**config.mk**
```make
export PLATFORM = sky130hd
export DESIGN_NAME = tscs_dev_flat
export DESIGN_NICKNAME = d
export VERILOG_FILES = /design/src/tscs_pkg.sv /design/src/tscs_if.sv /design/src/tscs_dev.sv /design/src/flat_wrapper.sv
export VERILOG_INCLUDE_DIRS = /design/src /design/src/src
export SDC_FILE = /design/constraint.sdc
export NUM_CORES = 1
export LEC_CHECK = 0
export ABC_AREA = 1
export BUFFER_PORTS_ARGS = -buffer_cell sky130_fd_sc_hd__buf_2
export CORE_UTILIZATION = 60
export CTS_BUF_LIST = sky130_fd_sc_hd__clkbuf_2
export CTS_CLUSTER_DIAMETER = 50
export DETAILED_ROUTE_END_ITERATION = 8
export PLACE_DENSITY = 0.86
export SLEW_MARGIN = 20
export SYNTH_ARGS = -nofsm -noshare
export SYNTH_HDL_FRONTEND = slang
export SYNTH_SLANG_ARGS = --single-unit
```
**constraint.sdc**
```tcl
create_clock -name core_clk_i -period 18 [get_ports core_clk_i]
set_input_delay 0.9 -clock core_clk_i [delete_from_list [all_inputs] [get_ports core_clk_i]]
set_output_delay 0.9 -clock core_clk_i [all_outputs]
set_load 0.05 [all_outputs]
```
**src/tscs_map.svh**
```systemverilog
`ifndef TSCS_MAP_SVH
`define TSCS_MAP_SVH
// ----------------------------------------------------------------
// sample word layout
// ----------------------------------------------------------------
`define TSCS_SAMPLE_W        12
`define TSCS_MARK_BIT        0
`define TSCS_SYNC_STAGES     2
// ----------------------------------------------------------------
// trigger output and aux clock codes
// ----------------------------------------------------------------
`define TSCS_TRIG_MODE_MARK  2'h3
`define TSCS_CFG_OFF         2'h0
`define TSCS_CFG_REF         2'h1
`define TSCS_CFG_DIV2        2'h2
`define TSCS_CFG_DIV4        2'h3
// ----------------------------------------------------------------
// host sequencing
// ----------------------------------------------------------------
`define TSCS_RECV_SETTLE     4'h4
// ----------------------------------------------------------------
// vco divisors and sampling-rate bands in msps
// ----------------------------------------------------------------
`define TSCS_DIV5            5'h05
`define TSCS_DIV6            5'h06
`define TSCS_DIV8            5'h08
`define TSCS_DIV10           5'h0a
`define TSCS_DIV12           5'h0c
`define TSCS_DIV16           5'h10
`define TSCS_MIN5            12'h5a0
`define TSCS_MAX5            12'h640
`define TSCS_MIN6            12'h4b0
`define TSCS_MAX6            12'h557
`define TSCS_MIN8            12'h384
`define TSCS_MAX8            12'h401
`define TSCS_MIN10           12'h2d0
`define TSCS_MAX10           12'h334
`define TSCS_MIN12           12'h258
`define TSCS_MAX12           12'h2ab
`define TSCS_MIN16           12'h1f4
`define TSCS_MAX16           12'h201
`endif

```
**src/tscs_pkg.sv**
```systemverilog
`include "tscs_map.svh"
package tscs_pkg;
  typedef enum logic [2:0] {
    TSCS_SRC_DIRECT   = 3'b001,
    TSCS_SRC_PLL_DIFF = 3'b010,
    TSCS_SRC_PLL_SE   = 3'b100
  } tscs_clk_src_t;
  typedef enum logic [2:0] {
    TSCS_H_OFF  = 3'b001,
    TSCS_H_RECV = 3'b010,
    TSCS_H_RUN  = 3'b100
  } tscs_host_st_t;
  typedef logic [`TSCS_SAMPLE_W-1:0] tscs_sample_t;
endpackage

```
**src/tscs_if.sv**
```systemverilog
`timescale 1ns/1ps
`include "tscs_map.svh"
interface tscs_if #(
  parameter int CH = 4
);
  // ----------------------------------------------------------------
  // host to device: configuration pins and bits
  // ----------------------------------------------------------------
  logic                          pll_en;
  logic                          single_ended_ref_select;
  logic [1:0]                    clock_config_pins;
  logic                          power_down_pin;
  logic                          trigger_output_enable;
  logic [1:0]                    trigger_output_source_mode;
  logic                          mark_receiver_enable;
  logic                          mark_insert_enable;
  logic                          divref_override;
  logic [1:0]                    divref_c_mode;
  logic                          divref_d_enable;
  // ----------------------------------------------------------------
  // device to host: link samples and clock outputs
  // ----------------------------------------------------------------
  logic [CH*`TSCS_SAMPLE_W-1:0]  link_word;
  logic                          link_valid;
  logic                          trigger_clock_output;
  logic                          ref_clock_repeat_output;
  logic                          aux_clock_out_c;
  logic                          aux_clock_out_d;

  modport dev (
    input  pll_en, single_ended_ref_select, clock_config_pins, power_down_pin,
    input  trigger_output_enable, trigger_output_source_mode, mark_receiver_enable,
    input  mark_insert_enable, divref_override, divref_c_mode, divref_d_enable,
    output link_word, link_valid, trigger_clock_output, ref_clock_repeat_output,
    output aux_clock_out_c, aux_clock_out_d
  );
  modport host (
    output pll_en, single_ended_ref_select, clock_config_pins, power_down_pin,
    output trigger_output_enable, trigger_output_source_mode, mark_receiver_enable,
    output mark_insert_enable, divref_override, divref_c_mode, divref_d_enable,
    input  link_word, link_valid, trigger_clock_output, ref_clock_repeat_output,
    input  aux_clock_out_c, aux_clock_out_d
  );
endinterface

```
**src/tscs_dev.sv**
```systemverilog
// Functional notes
// RQ1: mark input passes two-flop synchroniser first
// RQ2: mark on trigger output when enabled, mode 3
// RQ3: insert enable puts mark into sample lsb
// RQ4: 12-bit word: mark bit 0, sample top 11
// RQ5: mark and samples share matched pipeline latency
// RQ6: host enables mark receiver before using marks
// RQ7: pll off, ref select low: direct clock
// RQ8: pll on: ref select picks single-ended input
// RQ9: host never uses single-ended input without pll
// RQ10: reference repeat output only while pll enabled
// RQ11: aux outputs copy or divide reference, pins/override
// RQ12: power-down pin stops every clock output
// RQ13: selected sampling clock drives whole device
// RQ14: host sets dividers matching rate equations
// RQ15: host uses only listed divisors within bands
// RQ16: out-of-band rate: host disables pll, direct
// RQ17: sysref captured by selected clock input
// RQ18: serializer clock derived, divided copy selectable
// RQ19: trigger output source chosen by mode field
// RQ20: insert disabled: full sample width sent
`timescale 1ns/1ps
`include "tscs_map.svh"
module tscs_dev
  import tscs_pkg::*;
#(
  parameter int CH     = 4,
  parameter int LAT    = 4,
  parameter int RX_DIV = 4
) (
  tscs_if.dev                        lnk,
  input  wire logic                  core_clk_i,
  input  wire logic                  rst_i,
  input  wire logic [CH*`TSCS_SAMPLE_W-1:0] sample_i,
  input  wire logic                  trigger_mark_input_i,
  input  wire logic                  sysref_pin_i,
  input  wire logic                  diff_clock_pin_i,
  input  wire logic                  single_ended_clock_input_i,
  output tscs_clk_src_t              clk_src_o,
  output logic                       sysref_cap_o
);
  localparam int W  = `TSCS_SAMPLE_W;
  localparam int S  = `TSCS_SYNC_STAGES;
  localparam int PL = LAT + S;
  localparam int DW = (RX_DIV > 2) ? $clog2(RX_DIV) : 1;

  // ----------------------------------------------------------------
  // pin synchronisers
  // ----------------------------------------------------------------
  // bit 0 mark, 1 sysref, 2 differential clock, 3 single-ended clock
  logic [3:0] sync_a_q;
  logic [3:0] sync_b_q;
  wire  [3:0] pins_raw = {single_ended_clock_input_i, diff_clock_pin_i,
                          sysref_pin_i, trigger_mark_input_i};

  always_ff @(posedge core_clk_i or posedge rst_i) begin
    if (rst_i) begin
      sync_a_q <= 4'h0;
      sync_b_q <= 4'h0;
    end else begin
      sync_a_q <= pins_raw; // RQ1
      sync_b_q <= sync_a_q;
    end
  end

  // receiver disabled means no mark reaches any consumer
  wire mark_s    = sync_b_q[0] & lnk.mark_receiver_enable; // RQ1
  wire sysref_s  = sync_b_q[1];
  wire diff_s    = sync_b_q[2];
  wire se_s      = sync_b_q[3];
  wire pd        = lnk.power_down_pin;

  // ----------------------------------------------------------------
  // sampling clock source selection
  // ----------------------------------------------------------------
  // with the pll off the single-ended pin has no path at all
  wire tscs_clk_src_t src_sel =
    !lnk.pll_en                  ? TSCS_SRC_DIRECT :   // RQ7
    lnk.single_ended_ref_select  ? TSCS_SRC_PLL_SE :   // RQ8
                                   TSCS_SRC_PLL_DIFF;  // RQ8
  wire ref_lvl  = (src_sel == TSCS_SRC_PLL_SE) ? se_s : diff_s; // RQ17
  logic ref_prev_q;
  wire  ref_rise = ref_lvl & ~ref_prev_q;

  always_ff @(posedge core_clk_i or posedge rst_i) begin
    if (rst_i) begin
      clk_src_o    <= TSCS_SRC_DIRECT;
      ref_prev_q   <= 1'b0;
      sysref_cap_o <= 1'b0;
    end else begin
      clk_src_o  <= src_sel; // RQ13
      ref_prev_q <= ref_lvl;
      if (ref_rise) begin
        sysref_cap_o <= sysref_s; // RQ17
      end
    end
  end

  // ----------------------------------------------------------------
  // matched pipeline for samples and marks
  // ----------------------------------------------------------------
  // the mark already spent S cycles in the synchroniser, so the
  // samples take S extra stages and both leave aligned
  logic [CH*W-1:0] smp_q [0:PL-1];
  logic            mrk_q [S:PL-1];

  genvar g;
  generate
    for (g = 0; g < PL; g++) begin : g_pipe
      wire [CH*W-1:0] s_in;
      if (g == 0) begin : g_head
        assign s_in = sample_i;
      end else begin : g_body
        assign s_in = smp_q[g-1];
      end
      always_ff @(posedge core_clk_i or posedge rst_i) begin
        if (rst_i) begin
          smp_q[g] <= '0;
        end else begin
          smp_q[g] <= s_in; // RQ5
        end
      end
      if (g >= S) begin : g_mark
        wire m_in;
        if (g == S) begin : g_mhead
          assign m_in = mark_s;
        end else begin : g_mbody
          assign m_in = mrk_q[g-1];
        end
        always_ff @(posedge core_clk_i or posedge rst_i) begin
          if (rst_i) begin
            mrk_q[g] <= 1'b0;
          end else begin
            mrk_q[g] <= m_in; // RQ5
          end
        end
      end
    end
  endgenerate

  wire mark_out = mrk_q[PL-1];

  // ----------------------------------------------------------------
  // link word assembly
  // ----------------------------------------------------------------
  // insertion costs the sample its lsb; resolution drops to 11 bits
  wire [CH*W-1:0] word_d;

  genvar c;
  generate
    for (c = 0; c < CH; c++) begin : g_ch
      wire [W-1:0] raw = smp_q[PL-1][c*W +: W];
      assign word_d[c*W +: W] = lnk.mark_insert_enable ?
        {raw[W-1:`TSCS_MARK_BIT+1], mark_out} : // RQ3 RQ4
        raw;                                    // RQ20
    end
  endgenerate

  always_ff @(posedge core_clk_i or posedge rst_i) begin
    if (rst_i) begin
      lnk.link_word  <= '0;
      lnk.link_valid <= 1'b0;
    end else begin
      lnk.link_word  <= pd ? '0 : word_d;
      lnk.link_valid <= ~pd;
    end
  end

  // ----------------------------------------------------------------
  // serializer clock divider
  // ----------------------------------------------------------------
  // stands in for the serializer pll: derived from the sampling clock
  logic [DW-1:0] ser_cnt_q;
  wire           ser_wrap = (ser_cnt_q == DW'(RX_DIV - 1));
  wire           ser_div  = (ser_cnt_q <  DW'(RX_DIV / 2));

  always_ff @(posedge core_clk_i or posedge rst_i) begin
    if (rst_i) begin
      ser_cnt_q <= '0;
    end else if (ser_wrap) begin
      ser_cnt_q <= '0;
    end else begin
      ser_cnt_q <= ser_cnt_q + 1'b1; // RQ18
    end
  end

  // ----------------------------------------------------------------
  // trigger output
  // ----------------------------------------------------------------
  wire trig_mark_mode = (lnk.trigger_output_source_mode == `TSCS_TRIG_MODE_MARK);
  wire trig_src       = trig_mark_mode ? mark_s : ser_div; // RQ19 RQ18
  wire trig_d         = lnk.trigger_output_enable & ~pd & trig_src; // RQ2 RQ12

  // ----------------------------------------------------------------
  // reference repeat and aux clock outputs
  // ----------------------------------------------------------------
  logic [1:0] ref_div_q;
  wire  [1:0] c_mode  = lnk.divref_override ? lnk.divref_c_mode
                                            : lnk.clock_config_pins; // RQ11
  wire        d_req   = lnk.divref_override ? lnk.divref_d_enable
                                            : (lnk.clock_config_pins != `TSCS_CFG_OFF);
  // the d output is only live while the c output is
  wire        c_on    = (c_mode != `TSCS_CFG_OFF);
  wire        c_lvl   = (c_mode == `TSCS_CFG_REF)  ? ref_lvl      :
                        (c_mode == `TSCS_CFG_DIV2) ? ref_div_q[0] :
                        (c_mode == `TSCS_CFG_DIV4) ? ref_div_q[1] : 1'b0;
  wire        aux_c_d = ~pd & c_on & c_lvl;               // RQ11 RQ12
  wire        aux_d_d = ~pd & c_on & d_req & ref_lvl;     // RQ11 RQ12
  wire        rep_d   = ~pd & lnk.pll_en & ref_lvl;       // RQ10 RQ12

  always_ff @(posedge core_clk_i or posedge rst_i) begin
    if (rst_i) begin
      ref_div_q <= 2'h0;
    end else if (ref_rise) begin
      ref_div_q <= ref_div_q + 2'h1;
    end
  end

  always_ff @(posedge core_clk_i or posedge rst_i) begin
    if (rst_i) begin
      lnk.trigger_clock_output    <= 1'b0;
      lnk.ref_clock_repeat_output <= 1'b0;
      lnk.aux_clock_out_c         <= 1'b0;
      lnk.aux_clock_out_d         <= 1'b0;
    end else begin
      lnk.trigger_clock_output    <= trig_d;
      lnk.ref_clock_repeat_output <= rep_d;
      lnk.aux_clock_out_c         <= aux_c_d;
      lnk.aux_clock_out_d         <= aux_d_d;
    end
  end

endmodule

```
**src/flat_wrapper.sv**
```systemverilog
// flat-port wrapper written by rule: the top's interface ports become plain ports
module tscs_dev_flat import tscs_pkg::*;
#(
  parameter int CH     = 4,
  parameter int LAT    = 4,
  parameter int RX_DIV = 4
)
  (core_clk_i, rst_i, sample_i, trigger_mark_input_i, sysref_pin_i, diff_clock_pin_i, single_ended_clock_input_i, clk_src_o, sysref_cap_o, lnk_pll_en, lnk_single_ended_ref_select, lnk_clock_config_pins, lnk_power_down_pin, lnk_trigger_output_enable, lnk_trigger_output_source_mode, lnk_mark_receiver_enable, lnk_mark_insert_enable, lnk_divref_override, lnk_divref_c_mode, lnk_divref_d_enable, lnk_link_word, lnk_link_valid, lnk_trigger_clock_output, lnk_ref_clock_repeat_output, lnk_aux_clock_out_c, lnk_aux_clock_out_d);
  tscs_if #(.CH(CH)) lnk_i ();
  input  wire logic core_clk_i;
  input  wire logic rst_i;
  input  wire logic [CH*`TSCS_SAMPLE_W-1:0] sample_i;
  input  wire logic trigger_mark_input_i;
  input  wire logic sysref_pin_i;
  input  wire logic diff_clock_pin_i;
  input  wire logic single_ended_clock_input_i;
  output tscs_clk_src_t clk_src_o;
  output logic sysref_cap_o;
  input wire logic [$bits(lnk_i.pll_en)-1:0] lnk_pll_en;
  input wire logic [$bits(lnk_i.single_ended_ref_select)-1:0] lnk_single_ended_ref_select;
  input wire logic [$bits(lnk_i.clock_config_pins)-1:0] lnk_clock_config_pins;
  input wire logic [$bits(lnk_i.power_down_pin)-1:0] lnk_power_down_pin;
  input wire logic [$bits(lnk_i.trigger_output_enable)-1:0] lnk_trigger_output_enable;
  input wire logic [$bits(lnk_i.trigger_output_source_mode)-1:0] lnk_trigger_output_source_mode;
  input wire logic [$bits(lnk_i.mark_receiver_enable)-1:0] lnk_mark_receiver_enable;
  input wire logic [$bits(lnk_i.mark_insert_enable)-1:0] lnk_mark_insert_enable;
  input wire logic [$bits(lnk_i.divref_override)-1:0] lnk_divref_override;
  input wire logic [$bits(lnk_i.divref_c_mode)-1:0] lnk_divref_c_mode;
  input wire logic [$bits(lnk_i.divref_d_enable)-1:0] lnk_divref_d_enable;
  output wire logic [$bits(lnk_i.link_word)-1:0] lnk_link_word;
  output wire logic [$bits(lnk_i.link_valid)-1:0] lnk_link_valid;
  output wire logic [$bits(lnk_i.trigger_clock_output)-1:0] lnk_trigger_clock_output;
  output wire logic [$bits(lnk_i.ref_clock_repeat_output)-1:0] lnk_ref_clock_repeat_output;
  output wire logic [$bits(lnk_i.aux_clock_out_c)-1:0] lnk_aux_clock_out_c;
  output wire logic [$bits(lnk_i.aux_clock_out_d)-1:0] lnk_aux_clock_out_d;
  assign lnk_i.pll_en = lnk_pll_en;
  assign lnk_i.single_ended_ref_select = lnk_single_ended_ref_select;
  assign lnk_i.clock_config_pins = lnk_clock_config_pins;
  assign lnk_i.power_down_pin = lnk_power_down_pin;
  assign lnk_i.trigger_output_enable = lnk_trigger_output_enable;
  assign lnk_i.trigger_output_source_mode = lnk_trigger_output_source_mode;
  assign lnk_i.mark_receiver_enable = lnk_mark_receiver_enable;
  assign lnk_i.mark_insert_enable = lnk_mark_insert_enable;
  assign lnk_i.divref_override = lnk_divref_override;
  assign lnk_i.divref_c_mode = lnk_divref_c_mode;
  assign lnk_i.divref_d_enable = lnk_divref_d_enable;
  assign lnk_link_word = lnk_i.link_word;
  assign lnk_link_valid = lnk_i.link_valid;
  assign lnk_trigger_clock_output = lnk_i.trigger_clock_output;
  assign lnk_ref_clock_repeat_output = lnk_i.ref_clock_repeat_output;
  assign lnk_aux_clock_out_c = lnk_i.aux_clock_out_c;
  assign lnk_aux_clock_out_d = lnk_i.aux_clock_out_d;
  tscs_dev #(.CH(CH), .LAT(LAT), .RX_DIV(RX_DIV)) u_core (.lnk(lnk_i), .core_clk_i(core_clk_i), .rst_i(rst_i), .sample_i(sample_i), .trigger_mark_input_i(trigger_mark_input_i), .sysref_pin_i(sysref_pin_i), .diff_clock_pin_i(diff_clock_pin_i), .single_ended_clock_input_i(single_ended_clock_input_i), .clk_src_o(clk_src_o), .sysref_cap_o(sysref_cap_o));
endmodule
```
==> metrics.yaml <==
critical_path_class: "in -> async"
synth_ff_type: "dfrtp_1"
maxSlewHeadroom_pct: 38.3
clk_pin_slew_ns: 0.11
dieWidth_um: 129
max_slew.worst_pin.slew_ns: 0.925
cts.htree.levels: 3
cp-end-kind: "asynchronous set/reset pin"
place_hpwl_mm: 8.33
cellLeakagePower_uw: 0.00589
insertion_delay_ns: 0.76
fin_crit_ns: 2.42
fin_area_sq_mm: 0.0113
max_freq_mhz: 413
dieHeight_um: 129
synth_top_cell_by_area: "dfrtp_1"
ys_async_sr_fraction_pct: 100
dieArea_sq_mm: 0.0167
outcome: "finished clean"
core_sq_mm: 0.0159
ys_top_cells_by_area: "dfrtp_1, inv_1, nor2_1, nand2_1, nand2_2"
cts_root_buffer: "clkbuf_2"
vias: 4349
cts-resized-gates: 0
globalplace.congestion: 0.692
synth.top_cell.area_share_pct: 92.8
io_pins: 125
r2r_start: "u_core.sync_b_q[3]"
ff2ff_path_depth: 6
fillers: 1036
finalHoldViolations: 0
nets: 786
yosys-top-cells-count: "dfrtp_1, inv_1, nor2_1"
clock_path_buffers: 3
drt_wl_total_mm: 13.2
hold_ws_ns: 0.232
start_kind: "input port"
reg2reg_to: "u_core.sysref_cap_o"
seq_area_frac_synth_pct: 93.0
routedWlPerCell_um: 13.5
setup_viol: 0
rows: 46
start_util_pct: 61.3
gr-usage-all-layers_pct: 17.4
synth-seq-cells: 362
drt_first_pass_iters: 4
grt_max_degree: 128
area_growth_pct: 16.1
viasPerCell: 4.43
ff2ff_setup_slack_ns: 17.07
syn_area_per_cell_sq_um: 18.9
syn-num-nets: 584
holdPathStages: 1
drv_cap: 0
min_period_over_period_pct: 13.5
yosysMostFrequentCell: "dfrtp_1"
yosys_warnings: 0
drt_iter0_drc: 189
synth_edf_count: 0
postSynthCellCount: 515
min_from: "sample_i[38]"
fin_skew_ns: 0.0440
critPathMaxFanout: 127
postRouteAntennaNets: 0
cts_setup_buffers: 0
cp.arrival_ns: 3.23
port_buffers: 124
numClockSinks: 362
drive_gt1_share_pct: 34.8
power_density_mw_per_mm2: 124
ys_types: 21
tns_ns: 0
syn-cell-area_sq_mm: 0.00974
cts_made_buffers: 79
hold_path_class: "in -> reg"
hold_buffers: 0
whs_endpoint: "u_core.g_pipe[1].s_in[38]"
antenna_found_initial: 1
grt_overflow: 0
rsz0062_at_grt: "false"
critPathRequiredTime_ns: 18.81
grt_pass1_vias: 4737
maxSlewViolCount: 0
grt_pass1_wl_mm: 21.1
cts_tree: "done"
drc: 0
placed_area_sq_mm: 0.0106
ir_drop_mv: 0.0717
## critical path: stages
cell and delay (ns):
buf_2 0.13, inv_8 0.54, buf_4 0.86, buf_6 0.64
## area by class of cell
| cell class | instances | area [sq um] | area share (%) |
|---|---|---|---|
| Multi-Input combinational cell | 90 | 422 | 3.73 |
| Clock inverter | 9 | 86.3 | 0.763 |
| Timing Repair Buffer | 127 | 647 | 5.72 |
| Tap cell | 216 | 270 | 2.39 |
| Sequential cell | 362 | 9060 | 80.1 |
| Inverter | 57 | 223 | 1.97 |
| Antenna cell | 1 | 2.50 | 0.0221 |
| Clock buffer | 120 | 601 | 5.31 |
## report_power, final
part,internal [uW],switching (uW)
Clock,201,263
Combinational,16.6,57.5
Sequential,856,13.4
Total,1070,334
## cells by family after synthesis
logic type | share of synthesized area [%]
DFF | 93.0
and+or+nand+nor | 3.56
buffers and inverters | 2.65
AOI/OAI and AO/OA | 0.553
xor gates and xnor gates | 0.0899
adders and majority gates | 0.128
## per-layer routing
layer,up-vias,routed length (um),global-route usage [%]
li1,1990,-,-
met1,2165,4620,18.0
met2,160,7330,30.2
met3,34,814,5.49
met4,0,472,12.2
met5,-,0,0
## state kept, by name, summed over array words and instances (netlist names)
signal / count
u_core.g_pipe.s_in: 240
u_core.g_ch.raw: 48
u_core.lnk.link_word: 48
u_core.sync_a_q: 4
u_core.sync_b_q: 4
u_core.clk_src_o: 3
u_core.g_pipe.g_mark.m_in: 3
u_core.ref_div_q: 2
u_core.ser_cnt_q: 2
u_core.lnk.aux_clock_out_c: 1
u_core.lnk.aux_clock_out_d: 1
u_core.lnk.link_valid: 1
u_core.lnk.ref_clock_repeat_output: 1
u_core.lnk.trigger_clock_output: 1
u_core.mark_out: 1
u_core.ref_prev_q: 1
u_core.sysref_cap_o: 1
## metrics by stage
step | cells | total power [uW] | setup WS, ns | util [%]
floorplan | 515 | 935 | 7.05 | -
global placement | 852 | 954 | 14.54 | 66.8
detailed placement | 852 | 962 | 14.36 | 66.8
global route | 982 | 1490 | 15.22 | 71.2
CTS | 981 | 1430 | 15.22 | 71.2
finish | 982 | 1410 | 15.58 | 71.2
## cell usage in the layout (no fill, tap or decap), drive strengths merged
cell and count:
a211oi 1, a21oi 5, buf 127, bufinv 2, clkbuf 120, clkinv 9
dfrtp 361, dfstp 1, diode 1, ha 1, inv 55, nand2 25
nand3 6, nor2 48, nor3 1, o21ai 2, xor2 1
## how the worst max path moves through the flow
stage                     start  slack [ns]                        end
after detailed placement  rst_i       14.36     u_core.g_ch[2].raw[11]
after global placement    rst_i       14.54   u_core.lnk.link_word[37]
after floorplan           rst_i        7.05        u_core.clk_src_o[1]
final                     rst_i       15.58  u_core.g_pipe[2].s_in[35]
after global routing      rst_i       15.22  u_core.g_pipe[3].s_in[42]
after CTS                 rst_i       15.22  u_core.g_pipe[3].s_in[42]
Power figures use the tool's default switching activity.
